$ cat config.mk
export PLATFORM = sky130hd
export DESIGN_NAME = usc_top
export DESIGN_NICKNAME = d
export VERILOG_FILES = /design/src/rtl/usc_setup_shift.v /design/src/rtl/usc_top.v
export VERILOG_INCLUDE_DIRS = /design/src /design/src/rtl
export SDC_FILE = /design/constraint.sdc
export NUM_CORES = 1
export LEC_CHECK = 0
export BUFFER_PORTS_ARGS = -buffer_cell sky130_fd_sc_hd__buf_4
export CORE_ASPECT_RATIO = 0.5
export CORE_MARGIN = 4
export CORE_UTILIZATION = 40
export CTS_CLUSTER_SIZE = 14
export DETAILED_ROUTE_END_ITERATION = 10
export GPL_TIMING_DRIVEN = 1
export SYNTH_ARGS = -nofsm -noshare
export SYNTH_HDL_FRONTEND = slang
export SYNTH_SLANG_ARGS = --single-unit
$ cat constraint.sdc
create_clock -name sys_clk_i -period 1.7 [get_ports sys_clk_i]
set_clock_uncertainty 0.2 [all_clocks]
set_input_delay 0.255 -clock sys_clk_i [delete_from_list [all_inputs] [get_ports sys_clk_i]]
set_output_delay 0.255 -clock sys_clk_i [all_outputs]
set_load 0.02 [all_outputs]
$ cat src/rtl/usc_regs.vh
// Register addresses, field positions and codes of the setup capture block.
`ifndef USC_REGS_VH
`define USC_REGS_VH
`define USC_ADDR_REQ_TYPE   8'hD0
`define USC_ADDR_SETUP_MASK 8'hF8
`define USC_ADDR_REQ_CODE   8'hD1
`define USC_ADDR_VALUE_LO   8'hD2
`define USC_ADDR_VALUE_HI   8'hD3
`define USC_ADDR_INDEX_LO   8'hD4
`define USC_ADDR_INDEX_HI   8'hD5
`define USC_ADDR_LENGTH_LO  8'hD6
`define USC_ADDR_LENGTH_HI  8'hD7
`define USC_ADDR_POL_RD     8'hD8
`define USC_ADDR_POL_WR     8'h58
`define USC_ADDR_SYSCTL_WR  8'h4F
`define USC_SYSCTL_SWRST    0
`define USC_SYSCTL_STOP_HI  7
`define USC_SYSCTL_STOP_LO  4
`define USC_STOP_CODE       4'hA
`define USC_POL_MASK        8'h07
`define USC_SETUP_BYTES     8
`endif

$ cat src/rtl/usc_setup_shift.v
// Collects one setup packet byte by byte and presents all eight together.
`timescale 1ns/1ps
`default_nettype none
module usc_setup_shift
(
	input  wire        sys_clk_i,   // System clock.
	input  wire        clear_i,     // Synchronous clear, active high.
	input  wire        byte_vld_i,  // Setup byte strobe.
	input  wire [7:0]  byte_i,      // Setup byte.
	input  wire        start_i,     // First byte of a packet.
	output reg  [63:0] pkt_o,       // Eight bytes, byte 0 in low bits.
	output reg         done_o       // Pulse when eight bytes are held.
);
	reg [63:0] sh_q;
	reg [3:0]  cnt_q;

	always @(posedge sys_clk_i)
	begin
		done_o <= 1'b0;
		if (clear_i)
		begin
			sh_q  <= 64'h0;
			cnt_q <= 4'h0;
			pkt_o <= 64'h0;
		end
		else if (byte_vld_i)
		begin
			sh_q <= {byte_i, sh_q[63:8]};
			if (start_i)
				cnt_q <= 4'h1;
			else if (cnt_q == 4'h7)
			begin
				pkt_o  <= {byte_i, sh_q[63:8]};
				done_o <= 1'b1;
				cnt_q  <= 4'h0;
			end
			else if (cnt_q != 4'h0)
				cnt_q <= cnt_q + 4'h1;
		end
	end
endmodule
`default_nettype wire

$ cat src/rtl/usc_top.v
// Setup request capture and system control of the device register port.
//
// Overview of operation
// - Software reset write clears setup capture, read port, FIFO grant and polarity select; oscillator and standby keep their state.
// - Code 1010b written to bits 7..4 of system control with bit 0 clear stops the oscillator.
// - While stopped, register access works but FIFO access is refused.
// - Reset pin restarts the oscillator; host must reconnect and re-enumerate.
// - Eight setup bytes are stored automatically during the setup stage while the oscillator runs.
// - Request code byte reads at address D1h.
// - Value, index and length bytes read at D2h through D7h.
// - Setup registers are read only, written solely by received setup stages.
// - Polarity select bits 7..3 always read zero; written ones are dropped.
`timescale 1ns/1ps
`default_nettype none
`include "usc_regs.vh"
module usc_top
(
	input  wire       sys_clk_i,       // 100 MHz clock.
	input  wire       reset_n_i,       // Hardware reset pin, active low.
	input  wire       bus_reset_i,     // USB bus reset, same-clock level.
	input  wire       cs_n_i,          // Chip select pin, active low.
	input  wire       rd_n_i,          // Read strobe pin, active low.
	input  wire       wr_n_i,          // Write strobe pin, active low.
	input  wire [7:0] addr_i,          // Register address pins.
	input  wire [7:0] wdata_i,         // Write data pins.
	input  wire       setup_vld_i,     // Setup byte strobe from the link.
	input  wire [7:0] setup_byte_i,    // Setup byte from the link.
	input  wire       setup_start_i,   // First setup byte marker.
	input  wire       fifo_req_i,      // Local FIFO access request.
	output reg  [7:0] rdata_o,         // Read data.
	output reg        rdata_oe_n_o,    // Data bus output enable, active low.
	output reg        osc_run_o,       // Oscillator enable.
	output reg        standby_o,       // Standby indication.
	output reg        fifo_grant_o,    // FIFO access granted.
	output reg        setup_ready_o,   // Pulse when a setup packet is stored.
	output reg  [2:0] pol_sel_o        // Polarity select bits.
);
	// ********************************
	// Pin synchronisers
	// ********************************
	reg       cs_s1_q;
	reg       cs_s2_q;
	reg       rd_s1_q;
	reg       rd_s2_q;
	reg       wr_s1_q;
	reg       wr_s2_q;
	reg [7:0] a_s1_q;
	reg [7:0] a_s2_q;
	reg [7:0] d_s1_q;
	reg [7:0] d_s2_q;
	reg       wr_prev_q;

	// Strobe stages reset to the idle high level, so no false write edge follows reset.
	always @(posedge sys_clk_i)
	begin
		if (~reset_n_i)
		begin
			cs_s1_q   <= 1'b1;
			cs_s2_q   <= 1'b1;
			rd_s1_q   <= 1'b1;
			rd_s2_q   <= 1'b1;
			wr_s1_q   <= 1'b1;
			wr_s2_q   <= 1'b1;
			wr_prev_q <= 1'b1;
		end
		else
		begin
			cs_s1_q   <= cs_n_i;
			cs_s2_q   <= cs_s1_q;
			rd_s1_q   <= rd_n_i;
			rd_s2_q   <= rd_s1_q;
			wr_s1_q   <= wr_n_i;
			wr_s2_q   <= wr_s1_q;
			wr_prev_q <= wr_s2_q;
		end
	end

	// Address and data stages need no reset; they are only used under a strobe.
	always @(posedge sys_clk_i)
	begin
		a_s1_q <= addr_i;
		a_s2_q <= a_s1_q;
		d_s1_q <= wdata_i;
		d_s2_q <= d_s1_q;
	end

	wire sel   = ~cs_s2_q;
	wire rd_en = sel & ~rd_s2_q;
	// Write acts on the falling edge of the write pulse.
	wire wr_pl = sel & ~wr_s2_q & wr_prev_q;

	// ********************************
	// Reset sources and write decodes
	// ********************************
	function is_sysctl;
		input [7:0] a;
		begin
			is_sysctl = (a == `USC_ADDR_SYSCTL_WR);
		end
	endfunction

	function wdata_sw_bit;
		input [7:0] d;
		begin
			wdata_sw_bit = d[`USC_SYSCTL_SWRST];
		end
	endfunction

	function is_stop_code;
		input [7:0] d;
		begin
			is_stop_code = (d[`USC_SYSCTL_STOP_HI:`USC_SYSCTL_STOP_LO] == `USC_STOP_CODE);
		end
	endfunction

	wire sysctl_wr = wr_pl & is_sysctl(a_s2_q);
	wire sw_rst    = sysctl_wr & wdata_sw_bit(d_s2_q);
	wire stop_cmd  = sysctl_wr & is_stop_code(d_s2_q);
	wire pol_wr    = wr_pl & (a_s2_q == `USC_ADDR_POL_WR);
	wire hw_clr    = ~reset_n_i | sw_rst;
	wire setup_clr = hw_clr | bus_reset_i;

	// ********************************
	// Setup capture
	// ********************************
	wire [63:0] pkt;
	wire        pkt_done;
	usc_setup_shift u_shift
	(
		.sys_clk_i  (sys_clk_i),
		.clear_i    (setup_clr),
		.byte_vld_i (setup_vld_i & osc_run_o),
		.byte_i     (setup_byte_i),
		.start_i    (setup_start_i),
		.pkt_o      (pkt),
		.done_o     (pkt_done)
	);

	// ********************************
	// Control state
	// ********************************
	always @(posedge sys_clk_i)
	begin
		if (~reset_n_i)
		begin
			osc_run_o <= 1'b1;
			standby_o <= 1'b0;
			pol_sel_o <= 3'h0;
		end
		else if (sw_rst)
		begin
			pol_sel_o <= 3'h0;
		end
		else
		begin
			if (stop_cmd)
			begin
				osc_run_o <= 1'b0;
				standby_o <= 1'b1;
			end
			if (pol_wr)
				pol_sel_o <= d_s2_q[2:0];
		end
	end

	// ********************************
	// Register read decode and mux
	// ********************************
	function [7:0] pick;
		input [63:0] p;
		input [2:0]  i;
		begin
			pick = p[{i, 3'b000} +: 8];
		end
	endfunction

	function is_setup_addr;
		input [7:0] a;
		begin
			is_setup_addr = ((a & `USC_ADDR_SETUP_MASK) == `USC_ADDR_REQ_TYPE);
		end
	endfunction

	// Read mux: the setup window first, then the polarity read address.
	reg [7:0] rd_d;
	always @*
	begin
		rd_d = 8'h00;
		if (is_setup_addr(a_s2_q))
			rd_d = pick(pkt, a_s2_q[2:0]);
		else if (a_s2_q == `USC_ADDR_POL_RD)
			rd_d = {5'h00, pol_sel_o} & `USC_POL_MASK;
		else
			rd_d = 8'h00;
	end

	// ********************************
	// Read port
	// ********************************
	// Read data returns to zero whenever no read is in progress.
	always @(posedge sys_clk_i)
	begin
		if (hw_clr)
		begin
			rdata_o      <= 8'h00;
			rdata_oe_n_o <= 1'b1;
		end
		else
		begin
			rdata_o      <= rd_en ? rd_d : 8'h00;
			rdata_oe_n_o <= ~rd_en;
		end
	end

	// ********************************
	// FIFO gating and setup status
	// ********************************
	// FIFO access is refused for as long as the oscillator is stopped.
	always @(posedge sys_clk_i)
	begin
		if (hw_clr)
		begin
			fifo_grant_o  <= 1'b0;
			setup_ready_o <= 1'b0;
		end
		else
		begin
			fifo_grant_o  <= fifo_req_i & osc_run_o;
			setup_ready_o <= pkt_done;
		end
	end
endmodule
`default_nettype wire

**After elaboration in Yosys (flattened, before gate mapping)**

Index checks and enable logic that the tools add are counted.
Widths: inputs -> output; s select.

- Register bits: 188
- Input port bits: 33
- Output and inout port bits: 16

- $add $sub $neg: 1
- Equality and inequality tests: 6
- Shift operators: 1
- Muxes and demuxes: 6
- Bitwise logic cells: 19
- Reductions and logical operators: 8

Operators with widths:

| operator | count |
|---|---|
| $shiftx 64x7->8 | 1 |
| $eq 8x7->1 const B | 2 |
| $mux 4 | 3 |
| $and 1x1->1 | 9 |
| $eq 8x8->1 const B | 1 |
| $mux 8 | 1 |
| $not 1->1 | 8 |
| $eq 5x5->1 const B | 1 |
| $add 4x1->4 const B | 1 |
| $eq 4x3->1 const B | 1 |
| $eq 4x4->1 const B | 1 |
| $reduce_and 2->1 | 2 |
| $reduce_bool 4->1 | 1 |
| $reduce_or 2->1 | 2 |
| $mux 3 | 1 |
| $reduce_and 3->1 | 1 |
| $reduce_bool 3->1 | 1 |
| $reduce_or 3->1 | 1 |
| $or 1x1->1 | 2 |
| $mux 1 | 1 |

**Logic depth before layout (Yosys ltp)**

- Depth in word-level cells: 8
- Gate-level depth with buffers: 8
- Depth with buffers taken out: 5

**By module**

A second synthesis with hierarchy kept.

- Cell total of the unflattened synthesis: 642
- Area, all modules: 6505.0 um2

Modules (own cells, without submodules):

| module | instances | cells each | area an instance (um2) | seq. area each (um2) |
|---|---|---|---|---|
| usc_setup_shift | 1 | 505 | 4635.7 | 2502.4 |
| usc_top | 1 | 137 | 1869.3 | 1061.0 |

**Least setup slack after synthesis**

Ideal clock, no wire load.

- Path kind: register -> register
- Start point: register u_shift.cnt_q[0]
- End point: register u_shift.pkt_o[32]
- Setup time: 0.066 ns
- Arrival time: 1.508 ns
- Data required time: 1.434 ns
- Setup slack: -0.074 ns
- Stages on the path, launching flop included: 8
- Clock period less this slack: 1.774 ns
- Cells stage by stage: dfxtp_1 -> ha_1 -> and3b_1 -> nand3b_1 -> buf_2 -> clkbuf_1 -> nand2_1 -> a21oi_2

- Word-level cells in the longest chain between the ends: 2

Ends and longest elaborated chain:

| what | line | source |
|---|---|---|
| start, declared | usc_setup_shift.v:15 | `reg [3:0] cnt_q;` |
| start signal, assigned | usc_setup_shift.v:38 | `cnt_q <= cnt_q + 4'h1;` |
| $eq 4x3->1 | usc_setup_shift.v:31 | `else if (cnt_q == 4'h7)` |
| $reduce_and 3->1 (no line) | n/a |  |
| end signal, assigned | usc_setup_shift.v:33 | `pkt_o <= {byte_i, sh_q[63:8]};` |
| end, declared | usc_setup_shift.v:11 | `output reg [63:0] pkt_o,` |

Every way passes these cells.
A chain may end at the register's enable or synchronous reset.

**Final worst setup path**

- Start point: register a_s2_q[0]
- End point: register u_shift.sh_q[45]

- Word-level cells in the longest chain between the ends: 5

Ends and longest elaborated chain:

| what | line | source |
|---|---|---|
| start, declared | usc_top.v:48 | `reg [7:0] a_s2_q;` |
| start signal, assigned | usc_top.v:82 | `a_s2_q <= a_s1_q;` |
| $eq 8x7->1 (no line) | n/a |  |
| $and 1x1->1 | usc_top.v:116 | `wire sysctl_wr = wr_pl & is_sysctl(a_s2_q);` |
| $and 1x1->1 | usc_top.v:117 | `wire sw_rst = sysctl_wr & wdata_sw_bit(d_s2_q);` |
| $or 1x1->1 | usc_top.v:120 | `wire hw_clr = ~reset_n_i \| sw_rst;` |
| $or 1x1->1 | usc_top.v:121 | `wire setup_clr = hw_clr \| bus_reset_i;` |
| end signal, assigned | usc_setup_shift.v:28 | `sh_q <= {byte_i, sh_q[63:8]};` |
| end, declared | usc_setup_shift.v:14 | `reg [63:0] sh_q;` |

Every way passes these cells.

==> run_results.csv <==
group,metric,value,unit
synthesis,synth.area.top_cells,"dfxtp_1, nand2_1, a21oi_2, a21oi_1, mux4_2",
synthesis,synth_compound_area_share,13.2,%
die,die_h,98.1,um
power_and_ir_drop,p_leak,3.44,nW
die,die_w,188,um
routing,remaining_drc_errors,0,
setup_path,startpoint_type,"flop",
layout,fin_area,9370,um^2
sta,setup_tns,-8770,ps
layout,insertedDiodeCount,0,
routing,dr.pass1.iters,5,
synthesis,synth_cells,685,
die,num_rows,32,
setup_path,cp-end-kind,"flop",
hold_path,min_path_type,"in2reg",
power_and_ir_drop,irDropWorstVdd,0.000626,V
clock_network,cts_max_level,4,
sta,rsz0062_at_grt,"true",
synthesis,synth_area,6500,um^2
synthesis,synth-edff-count,0,
layout,finalNetCount,847,
power_and_ir_drop,intPower,6.50,mW
setup_path,r2r_end,"u_shift.sh_q[45]",
synthesis,async_reset_ff_share,0,%
synthesis,synth_fp_nets,720,
synthesis,yosysSeqAreaShare,54.8,%
setup_path,required,1820,ps
place,place_ws,-110,ps
sta,worst_slack,-118,ps
power_and_ir_drop,total_power,8.63,mW
setup_path,reg2reg_depth,7,
synthesis,synth_top_area_share,54.8,%
routing,viasPerCell,5.05,
clock_network,clock_latency,430,ps
synthesis,ys.flop_type,"dfxtp_1",
clock_network,clk_pin_slew,70,ps
place,placed_area,7260,um^2
die,dieArea,18500,um^2
synthesis,synthMuxAreaShare,7.59,%
global_route,grt_pass1_wl,25.5,mm
sta,slew_headroom,71.1,%
power_and_ir_drop,pwr-share-seq,49.3,%
clock_network,clk_path_buf_depth,2,
power_and_ir_drop,p_sw_share,24.7,%
hold_path,hp-start,"setup_vld_i",
sta,setup_violations,118,
power_and_ir_drop,power_switching,2.13,mW
sta,holdWs,97.3,ps
layout,area_delta_synth_final,44.2,%
clock_network,cts_tree,"done",
place,placedCellCount,942,
routing,vias,5278,
sta,finalCritPeriodShare,107,%
setup_path,cp_max_fo,7,
synthesis,ys_types,33,
global_route,grt_pass1_vias,4889,
global_route,grt_start_max_net_pins,45,
sta,hold_viol,0,
synthesis,yosys_warnings,0,
routing,wl,18.0,mm
layout,final_common_cell,"nand2_1",
setup_path,timing_worst_setup_path_type,"reg2reg",
clock_network,cts-root-buf,"clkbuf_16",
die,coreArea,15700,um^2
power_and_ir_drop,clock_power_share,43.6,%
global_route,antenna_found_initial,0,
synthesis,synth-adder-area-share,0.385,%
synthesis,synth-simple-area-share,19.3,%
layout,layout-drive-gt1-share,39.4,%
clock_network,cts_buffers,17,
synthesis,synth_xor_area_share,0,%
sta,tightestPinTransition,428,ps
routing,wl_per_cell,17.2,um
layout,stdcell_count,1046,
setup_path,timing.rr.start,"a_s2_q[0]",
sta,slew_viol_final,0,
place,dpl.hpwl,9.20,mm
outcome,status,"finished with violations",
job,drv_cap,0,
sta,min_period,1820,ps
synthesis,ys_seq_elements,178,
die,io_pins,49,
layout,utilization,59.8,%
setup_path,rrSetupSlack,-120,ps
sta,max_freq,550,MHz
setup_path,cp_data_arrival_time,1940,ps
global_route,gr-total-overflow,0,
layout,mostFrequentLayoutCells,"nand2_1, dfxtp_1, a21oi_2",
power_and_ir_drop,combinationalPowerShare,7.1,%
global_route,gr-usage-all-layers,17.2,%
synthesis,synth_top_area_cell,"dfxtp_1",
synthesis,avgSynthCellArea,9.49,um^2
clock_network,cts.sinks,178,
routing,ant_nets,0,
place,place_congestion,0.757,
setup_path,critPathCapture,"u_shift.sh_q[45]",
outcome,violations,"setup timing",
routing,drtIter0Drc,402,
die,start_util,41.5,%
setup_path,startpoint,"a_s2_q[0]",
synthesis,synth_top_family_by_area,"simple AND/OR/NAND/NOR gates",
power_and_ir_drop,powerDensity,921,nW/um^2
place,port-buffer-count,47,
cells in the mapped netlist (3+ instances only):
library cell  count
clkbuf_1         17
a21oi_1          73
mux2i_1          11
nand3_1           3
buf_2            19
nand2_1         250
nand2b_1          8
mux4_2           10
buf_8             6
mux4_1            6
nor2_1           16
inv_1             3
a21oi_2          50
buf_6             4
dfxtp_1         178
o21ai_0           6
critical path: stages (launching register included):
cell       delay, ps
dfxtp_4          380
buf_12           120
and4b_4          260
nand4_4          120
nand3b_4         240
buf_8            180
clkbuf_16        160
a21oi_2           30
routing by layer:
metal | global-route usage [%] | wire (um)
met3 | 4.36 | 942
met1 | 23.4 | 8480
met5 | 0 | 0
met2 | 27.2 | 8340
met4 | 5.64 | 195
area by class of cell:
class / count / area (um^2)
Fill cell: 1238 / 6290
Sequential cell: 178 / 3580
Multi-Input combinational cell: 458 / 3030
Timing Repair Buffer: 154 / 1910
Clock buffer: 17 / 425
Tap cell: 221 / 277
Clock inverter: 15 / 134
Inverter: 3 / 11.3
sequential cells by signal (all words and copies together) (netlist names), 3 cells and up:
| signal | count |
|---|---|
| u_shift.sh_q | 56 |
| u_shift.cnt_q | 4 |
| d_s2_q | 7 |
| rdata_o | 8 |
| d_s1_q | 7 |
| u_shift.pkt_o | 64 |
| a_s2_q | 8 |
| a_s1_q | 8 |
| pol_sel_o | 3 |
repair_timing:
action | in CTS | in global routing
endpoints found under the hold margin | 40 | 0
setup buffers | 10 | 12
hold buffers | 30 | 0
setup endpoints to repair | 135 | 137
gates resized for setup | 50 | 102
gates cloned | 8 | 15
pin swaps | 17 | 25
logic make-up (layout without fill, tap and decap cells):
| kind of cell | Yosys count | after routing |
|---|---|---|
| AND/OR/NAND/NOR | 296 | 296 |
| adder cells (fa/ha/maj) | 2 | 2 |
| AO/OA/AOI/OAI | 133 | 133 |
| flip-flops | 178 | 178 |
| multiplexers | 27 | 27 |
| buffers and inverters | 49 | 189 |
worst min-delay path by stage:
| stage | end | cells past startpoint |
|---|---|---|
| 5_1_grt | u_shift.cnt_q[3] | 4 |
| 3_3_place_gp | d_s2_q[7] | 0 |
| 4_1_cts | u_shift.cnt_q[3] | 4 |
| 2_1_floorplan | a_s1_q[0] | 0 |
| 3_5_place_dp | a_s2_q[4] | 0 |
| 6_report | u_shift.cnt_q[3] | 4 |
power groups by stage:
| stage | Combinational (mW) | Clock, mW | Sequential, mW |
|---|---|---|---|
| 5_1_grt | 0.643 | 3.98 | 4.26 |
| 6_report | 0.611 | 3.76 | 4.25 |
| 3_5_place_dp | 0.332 | 0 | 4.34 |
| 4_1_cts | 0.484 | 3.80 | 4.25 |
| 3_3_place_gp | 0.328 | 0 | 4.34 |
| 2_1_floorplan | 0.193 | 0 | 4.34 |
No activity file was read; power rests on OpenSTA's default activity.
